<file path="src/pkg/rhr_pkg.sv">
// Purpose: constants and types for the halt and protocol-request handler
// Assumes: frames arrive already deframed, byte by byte, with CRC verdict
// Notes: clock is 100 MHz
package rhr_pkg;
   localparam int unsigned CLK_HZ = 100000000;
   localparam int unsigned HALT_QUIET_US = 1000;
   localparam int unsigned HALT_QUIET_CYC = (HALT_QUIET_US * (CLK_HZ / 1000000));
   localparam logic [7:0] HALT_CODE_B0 = 8'h50;
   localparam logic [7:0] HALT_CODE_B1 = 8'h00;
   localparam logic [7:0] RATS_START = 8'hE0;
   localparam logic [3:0] FSDI_MAX_STD = 4'h8;
   localparam logic [3:0] FSDI_256 = 4'hF;
   localparam logic [3:0] CID_FORBIDDEN = 4'hF;
   localparam logic [7:0] ATS_TL = 8'h05;
   localparam logic [3:0] ATS_T0_HI = 4'h7;
   localparam logic [7:0] ATS_TA = 8'h80;
   localparam logic [3:0] ATS_SFGI = 4'h0;
   localparam logic [7:0] ATS_TC = 8'h00;
   localparam logic [2:0] ATS_LAST = 3'h4;

   typedef enum logic [2:0] {
      RHR_IDLE = 3'b000,
      RHR_ACTIVE = 3'b001,
      RHR_HALT = 3'b010,
      RHR_PROTO = 3'b011
   } rhr_state_t;

   typedef struct packed {
      logic [7:0] data;
      logic first;
      logic last;
   } rhr_rx_t;

   typedef struct packed {
      logic [7:0] data;
      logic valid;
      logic last;
   } rhr_tx_t;
endpackage

</file>
<file path="src/logic/rhr_handler.sv">
// Purpose: decode halt and protocol-request frames and send the fixed answer
// Assumes: rx bytes come from same-clock deframer; CRC verdict on last byte
// Notes: emits answer bytes one per cycle while the link accepts them
// What this block does
// - Halt command 0x5000 moves tag to HALT
// - No response for 1 ms after halt
// - Upper parameter nibble decodes reader frame size
// - Reserved size codes 9..E treated as F
// - Lower parameter nibble becomes logical address
// - Address 15: silence, fall back to idle/halt
// - Answer length byte is five
// - Format byte 0x7 high nibble plus FSCI
// - Timing byte: FWI high, SFGI zero low
// - Option byte sent as all zeros
// - No historical bytes after option byte
`timescale 1ns/1ps
module rhr_handler #(
   parameter int unsigned QUIET_CYC = rhr_pkg::HALT_QUIET_CYC,
   parameter logic [3:0] FSCI = 4'h8,
   parameter logic [3:0] FWI = 4'h4
) (
   // Clock and reset
   input wire logic i_clk_sys,
   input wire logic i_rstn,
   // Activation state from the selection logic
   input wire logic i_selected,
   input wire logic i_was_halted,
   // Received frame bytes
   input wire logic i_rx_valid,
   input wire rhr_pkg::rhr_rx_t i_rx,
   input wire logic i_rx_crc_ok,
   // Answer bytes
   input wire logic i_tx_ready,
   output logic o_tx_valid,
   output logic [7:0] o_tx_data,
   output logic o_tx_last,
   // Status
   output logic [2:0] o_state,
   output logic o_quiet,
   output logic [3:0] o_fsdi,
   output logic [3:0] o_cid
);
   import rhr_pkg::*;

   function automatic logic [3:0] fsdi_norm(input logic [3:0] code);
      fsdi_norm = (code > FSDI_MAX_STD) ? FSDI_256 : code;
   endfunction

   typedef enum logic [1:0] {
      RHR_CMD_NONE = 2'b00,
      RHR_CMD_HALT = 2'b01,
      RHR_CMD_RATS = 2'b10
   } rhr_cmd_t;

   rhr_state_t state_r, state_nxt;
   rhr_cmd_t cmd_r, cmd_nxt;
   logic [7:0] b0_r, b0_nxt, b1_r, b1_nxt;
   logic [1:0] cnt_r, cnt_nxt;
   logic [31:0] quiet_r, quiet_nxt;
   logic [2:0] idx_r, idx_nxt;
   logic sending_r, sending_nxt;
   logic [3:0] fsdi_r, fsdi_nxt, cid_r, cid_nxt;
   logic tv_r, tv_nxt, tl_r, tl_nxt;
   logic [7:0] td_r, td_nxt;
   logic [7:0] ats_byte;

   always_comb begin
      unique case (idx_r)
         3'h0: ats_byte = ATS_TL;
         3'h1: ats_byte = {ATS_T0_HI, FSCI};
         3'h2: ats_byte = ATS_TA;
         3'h3: ats_byte = {FWI, ATS_SFGI};
         3'h4: ats_byte = ATS_TC;
         default: ats_byte = ATS_TC;
      endcase
   end

   always_comb begin
      state_nxt = state_r;
      cmd_nxt = cmd_r;
      b0_nxt = b0_r;
      b1_nxt = b1_r;
      cnt_nxt = cnt_r;
      quiet_nxt = (quiet_r != 32'h0) ? quiet_r - 32'h1 : quiet_r;
      idx_nxt = idx_r;
      sending_nxt = sending_r;
      fsdi_nxt = fsdi_r;
      cid_nxt = cid_r;
      tv_nxt = tv_r;
      td_nxt = td_r;
      tl_nxt = tl_r;
      if (i_selected && state_r == RHR_IDLE) begin
         state_nxt = RHR_ACTIVE;
      end
      if (i_rx_valid) begin
         if (i_rx.first) begin
            b0_nxt = i_rx.data;
            cnt_nxt = 2'h1;
         end else if (cnt_r == 2'h1) begin
            b1_nxt = i_rx.data;
            cnt_nxt = 2'h2;
         end else if (cnt_r != 2'h0) begin
            cnt_nxt = 2'h3;
         end
         if (i_rx.last && i_rx_crc_ok && !sending_r) begin
            if ({b0_nxt, b1_nxt} == {HALT_CODE_B0, HALT_CODE_B1}
                && cnt_nxt == 2'h2) begin
               state_nxt = RHR_HALT;
               quiet_nxt = QUIET_CYC;
               cmd_nxt = RHR_CMD_HALT;
            end else if (b0_nxt == RATS_START && cnt_nxt == 2'h2
                         && state_r == RHR_ACTIVE && quiet_r == 32'h0) begin
               if (b1_nxt[3:0] == CID_FORBIDDEN) begin
                  state_nxt = i_was_halted ? RHR_HALT : RHR_IDLE;
               end else begin
                  fsdi_nxt = fsdi_norm(b1_nxt[7:4]);
                  cid_nxt = b1_nxt[3:0];
                  state_nxt = RHR_PROTO;
                  cmd_nxt = RHR_CMD_RATS;
                  sending_nxt = 1'b1;
                  idx_nxt = 3'h0;
               end
            end
         end
      end
      if (sending_r && (!tv_r || i_tx_ready)) begin
         tv_nxt = 1'b1;
         td_nxt = ats_byte;
         tl_nxt = (idx_r == ATS_LAST);
         idx_nxt = idx_r + 3'h1;
         sending_nxt = (idx_r != ATS_LAST);
      end else if (tv_r && i_tx_ready) begin
         tv_nxt = 1'b0;
         tl_nxt = 1'b0;
      end
   end

   always_ff @(posedge i_clk_sys or negedge i_rstn) begin
      if (!i_rstn) begin
         state_r <= RHR_IDLE;
         cmd_r <= RHR_CMD_NONE;
         b0_r <= 8'h00;
         b1_r <= 8'h00;
         cnt_r <= 2'h0;
         quiet_r <= 32'h0;
         idx_r <= 3'h0;
         sending_r <= 1'b0;
         fsdi_r <= 4'h0;
         cid_r <= 4'h0;
         tv_r <= 1'b0;
         td_r <= 8'h00;
         tl_r <= 1'b0;
         o_state <= 3'h0;
         o_quiet <= 1'b0;
      end else begin
         state_r <= state_nxt;
         cmd_r <= cmd_nxt;
         b0_r <= b0_nxt;
         b1_r <= b1_nxt;
         cnt_r <= cnt_nxt;
         quiet_r <= quiet_nxt;
         idx_r <= idx_nxt;
         sending_r <= sending_nxt;
         fsdi_r <= fsdi_nxt;
         cid_r <= cid_nxt;
         tv_r <= tv_nxt;
         td_r <= td_nxt;
         tl_r <= tl_nxt;
         o_state <= state_nxt;
         o_quiet <= (quiet_nxt != 32'h0);
      end
   end

   assign o_tx_valid = tv_r;
   assign o_tx_data = td_r;
   assign o_tx_last = tl_r;
   assign o_fsdi = fsdi_r;
   assign o_cid = cid_r;

   a_halt_enters: assert property (@(posedge i_clk_sys) disable iff (!i_rstn)
      (i_rx_valid && i_rx.last && i_rx_crc_ok && !sending_r && cnt_r == 2'h1
       && b0_r == HALT_CODE_B0 && i_rx.data == HALT_CODE_B1 && !i_rx.first)
      |=> state_r == RHR_HALT)
      else $error("halt frame did not enter halt state");
   // Address 15 may also drop into HALT, so only a halt frame loads the quiet time
   a_quiet_loaded: assert property (@(posedge i_clk_sys) disable iff (!i_rstn)
      (i_rx_valid && i_rx.last && i_rx_crc_ok && !sending_r && cnt_r == 2'h1
       && b0_r == HALT_CODE_B0 && i_rx.data == HALT_CODE_B1 && !i_rx.first)
      |=> quiet_r == QUIET_CYC)
      else $error("quiet time not loaded on halt");
   a_quiet_silent: assert property (@(posedge i_clk_sys) disable iff (!i_rstn)
      (quiet_r != 32'h0) |-> !sending_nxt || sending_r)
      else $error("answer started during quiet time");
   a_fsdi_range: assert property (@(posedge i_clk_sys) disable iff (!i_rstn)
      $changed(fsdi_r) |-> (fsdi_r <= FSDI_MAX_STD || fsdi_r == FSDI_256))
      else $error("reserved frame size code kept");
   a_cid_never_15: assert property (@(posedge i_clk_sys) disable iff (!i_rstn)
      state_r == RHR_PROTO |-> cid_r != CID_FORBIDDEN)
      else $error("forbidden address accepted");
   a_tl_first: assert property (@(posedge i_clk_sys) disable iff (!i_rstn)
      $rose(sending_r) |-> ##[1:300] (tv_r && td_r == ATS_TL))
      else $error("answer length byte wrong");
   a_frame_len: assert property (@(posedge i_clk_sys) disable iff (!i_rstn)
      (tv_r && tl_r) |-> (td_r == ATS_TC && idx_r == ATS_LAST + 3'h1))
      else $error("answer did not end after option byte");
   a_bad_crc_quiet: assert property (@(posedge i_clk_sys) disable iff (!i_rstn)
      (i_rx_valid && i_rx.last && !i_rx_crc_ok && !sending_r) |=> !sending_r)
      else $error("bad frame answered");
   a_need_select: assert property (@(posedge i_clk_sys) disable iff (!i_rstn)
      $rose(sending_r) |-> $past(state_r) == RHR_ACTIVE)
      else $error("answer outside selected state");

   // Answer bytes hold while the link stalls
   a_tx_stands: assert property (@(posedge i_clk_sys) disable iff (!i_rstn)
      (tv_r && !i_tx_ready)
      |=> (tv_r && $stable(td_r) && $stable(tl_r)))
      else $error("answer byte changed while stalled");

   // Each answer byte against its slot; idx_r already points past it
   a_tl_byte: assert property (@(posedge i_clk_sys) disable iff (!i_rstn)
      (tv_r && idx_r == 3'h1)
      |-> (td_r == ATS_TL))
      else $error("length byte wrong");
   a_t0_byte: assert property (@(posedge i_clk_sys) disable iff (!i_rstn)
      (tv_r && idx_r == 3'h2)
      |-> (td_r == {ATS_T0_HI, FSCI}))
      else $error("format byte wrong");
   a_ta_byte: assert property (@(posedge i_clk_sys) disable iff (!i_rstn)
      (tv_r && idx_r == 3'h3)
      |-> (td_r == ATS_TA))
      else $error("rate byte wrong");
   a_tb_byte: assert property (@(posedge i_clk_sys) disable iff (!i_rstn)
      (tv_r && idx_r == 3'h4)
      |-> (td_r == {FWI, ATS_SFGI}))
      else $error("timing byte wrong");
   a_tc_byte: assert property (@(posedge i_clk_sys) disable iff (!i_rstn)
      (tv_r && idx_r == ATS_LAST + 3'h1)
      |-> (td_r == ATS_TC && tl_r))
      else $error("option byte wrong");
   a_last_only_tc: assert property (@(posedge i_clk_sys) disable iff (!i_rstn)
      (tv_r && idx_r != ATS_LAST + 3'h1)
      |-> !tl_r)
      else $error("answer ended early");
   a_idx_range: assert property (@(posedge i_clk_sys) disable iff (!i_rstn)
      idx_r <= ATS_LAST + 3'h1)
      else $error("answer index out of range");

   // Parameter byte fields, taken from the decisive byte
   a_fsdi_std: assert property (@(posedge i_clk_sys) disable iff (!i_rstn)
      ($rose(sending_r) && $past(i_rx.data[7:4]) <= FSDI_MAX_STD)
      |-> (fsdi_r == $past(i_rx.data[7:4])))
      else $error("frame size code not kept");
   a_fsdi_rsv: assert property (@(posedge i_clk_sys) disable iff (!i_rstn)
      ($rose(sending_r) && $past(i_rx.data[7:4]) > FSDI_MAX_STD)
      |-> (fsdi_r == FSDI_256))
      else $error("reserved frame size code not mapped");
   a_cid_taken: assert property (@(posedge i_clk_sys) disable iff (!i_rstn)
      $rose(sending_r)
      |-> (cid_r == $past(i_rx.data[3:0])))
      else $error("logical address not taken");
   a_cid15_silent: assert property (@(posedge i_clk_sys) disable iff (!i_rstn)
      (i_rx_valid && i_rx.last && i_rx_crc_ok && !sending_r && cnt_r == 2'h1
       && b0_r == RATS_START && !i_rx.first && i_rx.data[3:0] == CID_FORBIDDEN
       && state_r == RHR_ACTIVE && quiet_r == 32'h0)
      |=> (!sending_r && state_r == ($past(i_was_halted) ? RHR_HALT : RHR_IDLE)))
      else $error("address 15 not refused");

   // Quiet time and state bookkeeping
   a_quiet_hold: assert property (@(posedge i_clk_sys) disable iff (!i_rstn)
      (quiet_r > 32'h1) |=> (quiet_r != 32'h0))
      else $error("quiet time ended early");
   a_quiet_flag: assert property (@(posedge i_clk_sys) disable iff (!i_rstn)
      o_quiet == (quiet_r != 32'h0))
      else $error("quiet flag out of step");
   a_send_proto: assert property (@(posedge i_clk_sys) disable iff (!i_rstn)
      sending_r |-> (state_r == RHR_PROTO))
      else $error("answer outside protocol state");
   a_idle_silent: assert property (@(posedge i_clk_sys) disable iff (!i_rstn)
      (state_r == RHR_IDLE) |-> !sending_r)
      else $error("answer while idle");
   a_bad_crc_keep: assert property (@(posedge i_clk_sys) disable iff (!i_rstn)
      (i_rx_valid && i_rx.last && !i_rx_crc_ok && state_r != RHR_IDLE)
      |=> ($stable(state_r) && $stable(cid_r) && $stable(fsdi_r)))
      else $error("bad frame changed state");

   c_halt: cover property (@(posedge i_clk_sys) disable iff (!i_rstn)
      state_r == RHR_HALT && quiet_r == 32'h1);
   c_ats: cover property (@(posedge i_clk_sys) disable iff (!i_rstn)
      tv_r && tl_r && i_tx_ready);
   c_cid15: cover property (@(posedge i_clk_sys) disable iff (!i_rstn)
      i_rx_valid && i_rx.last && b0_r == RATS_START && i_rx.data[3:0] == CID_FORBIDDEN);
   c_fsdi_res: cover property (@(posedge i_clk_sys) disable iff (!i_rstn)
      $changed(fsdi_r) && fsdi_r == FSDI_256);
   c_tx_stall: cover property (@(posedge i_clk_sys) disable iff (!i_rstn)
      tv_r && !i_tx_ready);
endmodule

</file>
<file path="config.mk">
export PLATFORM = sky130hd
export DESIGN_NAME = rhr_handler
export DESIGN_NICKNAME = d
export VERILOG_FILES = /design/src/pkg/rhr_pkg.sv /design/src/logic/rhr_handler.sv
export SDC_FILE = /design/constraint.sdc
export NUM_CORES = 1
export LEC_CHECK = 0
export ABC_CLOCK_PERIOD_IN_PS = 8150
export BUFFER_PORTS_ARGS = -buffer_cell sky130_fd_sc_hd__buf_2
export CAP_MARGIN = 0
export CORE_MARGIN = 2
export CORE_UTILIZATION = 39
export CTS_BUF_LIST = sky130_fd_sc_hd__clkbuf_8
export DETAILED_ROUTE_END_ITERATION = 10
export PLACE_DENSITY = 0.63
export SLEW_MARGIN = 20
export SYNTH_ARGS = -nofsm -noshare
export SYNTH_HDL_FRONTEND = slang
export SYNTH_SLANG_ARGS = --single-unit
export TNS_END_PERCENT = 50
</file>
<file path="constraint.sdc">
create_clock -name i_clk_sys -period 8.15 [get_ports i_clk_sys]
set_input_delay 1.63 -clock i_clk_sys [delete_from_list [all_inputs] [get_ports i_clk_sys]]
set_output_delay 1.63 -clock i_clk_sys [all_outputs]
set_load 0.1 [all_outputs]
</file>
==> summary.txt, run 1 <==
Power and ir drop
  • Comb power frac: a little over a quarter
  • Clock Power Share: approximately 29%
  • Switch Pwr: 0.380 mW
  • Internal: about 0.60 mW
  • Lkg Pwr: roughly 1.8 nW
  • Switching Fraction: 38.7%
  • Seq pwr share: 44.0%
  • PD cells: 225 mW/mm^2
  • Worst vdd ir: 0.186 mV

Synth
  • Asr flop ratio synth: 100%
  • Synthesized area per cell: about 9.8 um^2
  • Ys flop type: dfrtp_1
  • Cell Area, Synth: 0.00393 mm^2
  • Synth Warn #: 0
  • Distinct cells, synth: 67
  • Flops & latches, synth: 72
  • Post-synth EDFFs: 0
  • Net Count, Synth: ~420
  • Post-synthesis sequential area ratio: between 40% and 50%
  • Cell count after synthesis: 399

Clock tree
  • Num CTS Buffers: 9
  • Htree depth: 3
  • Clk_lat worst skew: 0.35 ns
  • Post-CTS setup buffers: 0
  • CTS root buffer: clkbuf_8
  • Clock sink count: ~70
  • PostCTS Resize Cnt: 0
  • Clk buf depth: 2
  • CTS tree: done
  • Clock slew at reported path FFs: ~0.080 ns
  • Hold_buf cts: 0

Routing
  • DRT iter0 DRCs: about 150
  • Via count: between 3,000 and 4,000
  • Detail Route Antenna Nets: 0
  • Final wirelength: about 8300 um
  • Wire per inst: between 10 and 15 um
  • DRC Markers: 0
  • Vias per cell: 5.38
  • 1st-pass router iterations: 4

Timing
  • Worst slew pin tran: 0.939 ns
  • Final min period: between 4 and 5 ns
  • Pins Over Slew Limit: 0
  • WHS: approximately 0.49 ns
  • F_max: between 0.2 and 0.25 GHz
  • Setup TNS: 0 ns
  • Final setup vio count: 0
  • Max_slew headroom: 37.4%
  • RSZ-0062 raised after global routing: false
  • Clock Skews: 0.0106 ns
  • Final Hold Viols: 0
  • Period utilisation layout: a little over half
  • Worst setup margin: between 3 and 4 ns

Placement
  • Setup WS pre-CTS: 3.52 ns
  • DP Wirelength: about 6000 um
  • Gpl congestion: about 0.85
  • Buffers added on ports: 37

Critical path
  • Arr. time, crit path: 4.53 ns
  • Worst-path fanout max: 40
  • R2R depth: 7
  • Slowest CP cell: or3b_1
  • Critical path endpoint category: flip-flop
  • WS Path Type: in -> reg
  • CP startpoint kind: input pin
  • Reg2reg start: quiet_r[15]
  • CP Cell Sequence: buf_2, or3b_1, mux2i_1, o21ai_1, nor4_4, buf_4, o211ai_1, or4_1, or4_1
  • Reg-to-Reg End: o_quiet
  • Most used cell along the critical path: or4_1
  • R2r setup slk: about 4.6 ns
  • Required time worst endpoint: 8.37 ns
  • Slowest stage delay, CP: a little under 0.6 ns

Floorplan
  • Core ar.: about 0.0098 mm^2
  • Die X: between 100 and 150 um
  • Die area: 0.0109 mm^2
  • Initial Util: approximately two fifths
  • I/O Pins: 39
  • Die height: 104 um
  • Rows: 36

GRT
  • Largest net degree at the start of global routing: between 70 and 80
  • Global-route wire length before repair: between 10,000 and 15,000 um
  • Remaining global-route overflow: 0
  • Antenna violations before repair: 0
  • Vias in the first global route: 2,869
  • GR Util All Layers: 16.5%

Job
  • Max_cap viols: 0

Hold path
  • Hold path startpoint: o_tx_data[7]
  • Hold endpoint: o_tx_data[7]
  • Worst hold path class: reg -> reg
  • Hold path depth: 2

Final layout
  • Area Growth Syn to Fin: 11.2%
  • Nets: 450
  • Fraction of layout cells with a size suffix above 1: a little over a fifth
  • # diodes: 0
  • Fin util: around 45%

Run status
  • Outcome: complete, no violations
-- layer usage --
layer	global-route usage, %	up-vias	wire [um]
met5	0	-	0
met4	6.18	0	156
met3	2.38	15	319
met2	24.5	73	3790
met1	24.2	1464	4050
li1	-	1480	-
-- cell usage in the layout, fill, tap and decap left out, drive strengths merged, types with 2 or more instances in the layout --
master and count:
nand2 36, or3b 3, o21ai 18, mux2 18, and2 2, clkbuf 9
nor2b 2, or3 9, inv 14, xor2 10, a21oi 16, a211oi 3
or2 5, and3 2, dfrtp 72, nor3 12, or4 11, a31oi 3
xnor2 14, o31ai 3, nand2b 5, nand4 13, mux2i 4, clkinv 3
nand4b 3, nor4 12, nor2 43, buf 39, nand3 13, and4 2
nor3b 4, nor4b 2, ha 7, o211ai 2
-- per-stage QoR --
step / instances / area [um^2] / power [mW]
floorplan: 399 / 3930 / 0.658
global placement: 548 / 4160 / 0.704
detailed placement: 548 / 4160 / 0.709
CTS: 564 / 4360 / 0.992
global route: 564 / 4360 / 1.04
finish: 564 / 4360 / 0.982
-- worst max-delay path: cells and delay by family --
kind,cells,cell delay [ns]
simple gates,4,1.61
compound gates,2,0.33
buf+inv,2,0.55
mux,1,0.39
-- cell usage after synthesis (all sizes together) (2+ instances only) --
master  number  area (um^2)
nand4       13         87.6
nor4b        2         17.5
or3          9         56.3
xnor2       14          130
nand2       36          135
o31ai        3         22.5
and4         2         17.5
a211oi       3         22.5
nand4b       3         32.5
nor3b        4         41.3
dfrtp       72         1800
and3         2         13.8
nor2        43          164
nor4        12          103
a31oi        3         18.8
or2          5         31.3
o21ai       18         90.1
nand3       13         65.1
nor2b        2         12.5
nand2b       5         31.3
buf         10         85.1
nor3        12         60.1
inv         12         45.0
mux2        18          203
a21oi       16         80.1
or3b         3         26.3
o211ai       2         15.0
ha           7         87.6
clkbuf      12         45.0
xor2        10         87.6
or4         11         92.6
and2         2         13.8
mux2i        4         40.0
-- registers in the layout, summed over array words and instances (netlist names), 2 cells and up --
| register | cells |
|---|---|
| idx_r | 3 |
| o_fsdi | 4 |
| cnt_r | 2 |
| b1_r | 8 |
| quiet_r | 32 |
| b0_r | 8 |
| o_cid | 4 |
| o_tx_data | 4 |
| state_r | 3 |
-- worst max path at each step --
stage               startpoint      end
floorplan              i_rx[1]  o_quiet
global placement       i_rx[1]  o_quiet
detailed placement     i_rx[1]  o_quiet
CTS                    i_rx[1]  o_quiet
global route           i_rx[1]  o_quiet
finish                 i_rx[1]  o_quiet
-- cells by family (layout without fill, tap and decap cells) --
kind of cell / after synthesis / in the layout / share of synthesized area (%)
buf+inv: 35 / 67 / 4.69
xor+xnor: 24 / 24 / 5.55
mux: 22 / 22 / 6.18
compound gates: 56 / 56 / 9.02
fa+ha+maj: 7 / 7 / 2.23
other cells: 1 / 1 / 0.0955
flops: 72 / 72 / 45.9
simple gates: 182 / 182 / 26.3
-- area by class of cell --
type                    count  area [um^2]
multi-input cells         292         1950
clock buffers               9          124
fillers                   963         5410
clock inverters             7         72.6
inverters                  12         45.0
well taps                 133          166
flip-flops and latches     72         1800
repair buffers             39          200
-- power groups by stage --
stage,logic (mW),registers (mW),clock network [mW]
2_1_floorplan,0.149,0.509,0
3_3_place_gp,0.267,0.437,0
3_5_place_dp,0.270,0.439,0
4_1_cts,0.270,0.432,0.290
5_1_grt,0.291,0.439,0.307
6_report,0.269,0.432,0.282
No activity file was read; power rests on OpenSTA's default activity.
==> run 2, diff against run 1 <==
--- a/config.mk
+++ b/config.mk
@@ -5,7 +5,7 @@
 export SDC_FILE = /design/constraint.sdc
 export NUM_CORES = 1
 export LEC_CHECK = 0
-export ABC_CLOCK_PERIOD_IN_PS = 8150
+export ABC_CLOCK_PERIOD_IN_PS = 4500
 export BUFFER_PORTS_ARGS = -buffer_cell sky130_fd_sc_hd__buf_2
 export CAP_MARGIN = 0
 export CORE_MARGIN = 2
==> constraint.sdc (replaced) <==
create_clock -name i_clk_sys -period 4.5 [get_ports i_clk_sys]
set_input_delay 0.9 -clock i_clk_sys [delete_from_list [all_inputs] [get_ports i_clk_sys]]
set_output_delay 0.9 -clock i_clk_sys [all_outputs]
set_load 0.1 [all_outputs]
==> run 2 against run 1 <==
  * Via count up 0.43%
  * Sequential power rose by 81%
  * Global-route usage rose by 0.38 points
  * Setup slack worse by 3.0 ns
  * Sequential share of layout area shrank 0.32 points
  * Register-to-register slack lost 3.6 ns
  * Hold slack worse by 0.011 ns
  * Count of clock-buffer cells in the layout rose by 1
  * Clock skew up 0.0055 ns
  * Clock power increased by 89%
  * Critical endpoint unchanged
  * Final area increased by 0.77%
  * Power increased by 83%
  * Largest cell class unchanged
==> summary.txt, run 2 (synthesis gave the netlist of run 1 again) <==
Hold path
  • Hold path startpoint: o_tx_data[7]
  • Worst hold path class: reg -> reg
  • Hold endpoint: o_tx_data[7]
  • Hold path depth: 2 (unchanged)

Floorplan
  • Rows: 36 (unchanged)
  • Die area: 0.0109 mm^2 (unchanged)
  • Die height: 104 um (unchanged)
  • Initial Util: 40.2% (unchanged)
  • Die X: 104 um (unchanged)
  • Core ar.: 0.00977 mm^2 (unchanged)
  • I/O Pins: 39 (unchanged)

Job
  • Max_cap viols: 0 (unchanged)

Final layout
  • Fin cells: 568 (+0.71%)
  • Max reg flops: 32 (unchanged)
  • Area Growth Syn to Fin: 12.0%
  • Largest registers: quiet_r: 32 flops, b0_r: 8 flops, b1_r: 8 flops
  • Fin util: 45.0% (+0.35 points)
  • Reg with most FFs: quiet_r
  • # diodes: 0 (unchanged)
  • Most frequent cells in the layout: dfrtp_1, nor2_1, buf_2, nand2_1, a21oi_1
  • # fillers: 942 (-2.2%)
  • Nets: 454 (+0.89%)
  • Register Area: 0.00180 mm^2 (unchanged)
  • Most common cell after layout, fill and taps aside: dfrtp_1
  • Fraction of layout cells with a size suffix above 1: 22.3% (+0.72 points)
  • Multi-input logic area: 0.00195 mm^2 (-0.26%)

Power and ir drop
  • Clock Power Share: 29.6% (+0.9 points)
  • Switching Fraction: 38.4% (-0.24 points)
  • Comb power frac: 26.9% (-0.4 points)
  • Internal: 1.11 mW (+84%)
  • Lkg Pwr: 1.79 nW (+1.1%)
  • Switch Pwr: 0.690 mW (+82%)
  • Worst vdd ir: 0.327 mV (+76%)
  • Pwr Total: 1.80 mW (+83%)
  • PD cells: 409 mW/mm^2 (+81%)
  • Seq pwr share: 43.5% (-0.5 points)

GRT
  • Vias in the first global route: 2,977 (+3.8%)
  • Largest net degree at the start of global routing: 43 (-41%)
  • Remaining global-route overflow: 0 (unchanged)
  • GR Util All Layers: 16.9% (+0.38 points)
  • Antenna violations before repair: 0 (unchanged)
  • Global-route wire length before repair: 14,700 um (+0.57%)

Timing
  • Pins Over Slew Limit: 0 (unchanged)
  • Period utilisation layout: between 80 and 90%
  • Final setup vio count: 0 (unchanged)
  • Max_slew headroom: 37.3% (-0.13 points)
  • RSZ-0062 raised after global routing: false
  • Final Hold Viols: 0 (unchanged)
  • Setup TNS: 0 ns (unchanged)
  • Worst slew pin tran: 0.941 ns (+0.00194 ns)
  • WHS: 0.474 ns (-0.0111 ns)
  • Clock Skews: 0.0161 ns (+0.00550 ns)
  • Final min period: between 3 and 4 ns
  • F_max: 0.277 GHz

Critical path
  • Reg-to-Reg End: o_quiet
  • Reg2reg start: quiet_r[15]
  • Most used cell along the critical path: or4_1
  • CP Cell Sequence: buf_2, or3b_1, mux2i_1, o21ai_1, nor4_4, o211ai_1, or4_1, or4_1
  • Critical path endpoint category: flip-flop
  • R2R depth: 7 (unchanged)
  • CP startpoint: i_rx[1]
  • CP startpoint kind: input pin
  • Slowest CP cell: or3b_1
  • Worst-path fanout max: 13 (-68%)
  • Family with the most delay on the worst path: simple AND/OR/NAND/NOR gates
  • WS Path Type: in -> reg
  • Required time worst endpoint: 4.72 ns (-3.65 ns)
  • Slowest stage delay, CP: 0.59 ns (about the same)
  • Critical path buffers and inverters: 1 (-1)
  • R2r setup slk: 1.06 ns (-3.58 ns)
  • Arr. time, crit path: 3.84 ns (-0.69 ns)

Clock tree
  • Clk buf depth: 2 (unchanged)
  • Num CTS Buffers: 9 (unchanged)
  • CTS tree: done
  • Post-CTS setup buffers: 0 (unchanged)
  • CTS root buffer: clkbuf_8
  • Htree depth: 3 (unchanged)
  • Clk_lat worst skew: 0.35 ns (about the same)
  • Hold_buf cts: 0 (unchanged)
  • Clock sink count: 72 (unchanged)
  • PostCTS Resize Cnt: 0 (unchanged)
  • Clock slew at reported path FFs: 0.08 ns (about the same)

Placement
  • Gpl congestion: 0.900 (+6.5%)
  • DP Wirelength: 6370 um (+8.0%)
  • Buffers added on ports: 37 (unchanged)
  • Dpl cells: 552 (+0.73%)

Routing
  • Via count: 3,045 (+0.43%)
  • Vias per cell: 5.36 (-0.28%)
  • DRC Markers: 0 (unchanged)
  • 1st-pass router iterations: 4 (unchanged)
  • Detail Route Antenna Nets: 0 (unchanged)
  • Wire per inst: 15.3 um (+3.9%)
  • DRT iter0 DRCs: 160 (+5.3%)
  • Final wirelength: 8710 um (+4.6%)

Run status
  • Outcome: complete, no violations
==> run 2: layout make-up <==
| class | count | area share, % |
|---|---|---|
| Multi-Input combinational cell | 292 | 44.3 |
| Sequential cell | 72 | 41.0 |
| Timing Repair Buffer | 43 | 5.24 |
| Tap cell | 133 | 3.78 |
| Clock buffer | 10 | 3.13 |
| Clock inverter | 6 | 1.54 |
| Inverter | 12 | 1.02 |
==> run 2: worst max-delay path by stage <==
| stage | endpoint | cells past startpoint | slack [ns] |
|---|---|---|---|
| floorplan | o_quiet | 9 | 1.08 |
| global placement | o_quiet | 9 | 0.67 |
| detailed placement | o_quiet | 9 | 0.56 |
| CTS | o_quiet | 9 | 0.92 |
| global route | o_quiet | 9 | 0.74 |
| finish | o_quiet | 8 | 0.89 |
==> run 2: power by group through the flow <==
stage,combinational [mW],clock [mW],sequential (mW)
after floorplan,0.269,0,0.922
after global placement,0.485,0,0.791
after detailed placement,0.486,0,0.794
after global routing,0.523,0.571,0.793
final,0.484,0.532,0.781
after CTS,0.487,0.541,0.781
==> run 2: metal layers <==
metal | track usage [%] | wire (um)
met1 | 24.1 | 4260
met2 | 25.5 | 3970
met3 | 2.44 | 385
met4 | 7.14 | 92
met5 | 0 | 0
==> run 2: worst min-delay path, delay by kind of cell (launching register included) <==
kind	cells	cell delay (ns)
AOI/OAI and AO/OA	1	0.06
and+or+nand+nor	1	0.04
DFF	1	0.34
==> run 2: per-stage QoR <==
| step | area (um^2) | worst slack (ns) |
|---|---|---|
| after floorplan | 3930 | 1.08 |
| after global placement | 4190 | 0.673 |
| after detailed placement | 4190 | 0.556 |
| after CTS | 4400 | 0.916 |
| after global routing | 4400 | 0.739 |
| final | 4400 | 0.885 |
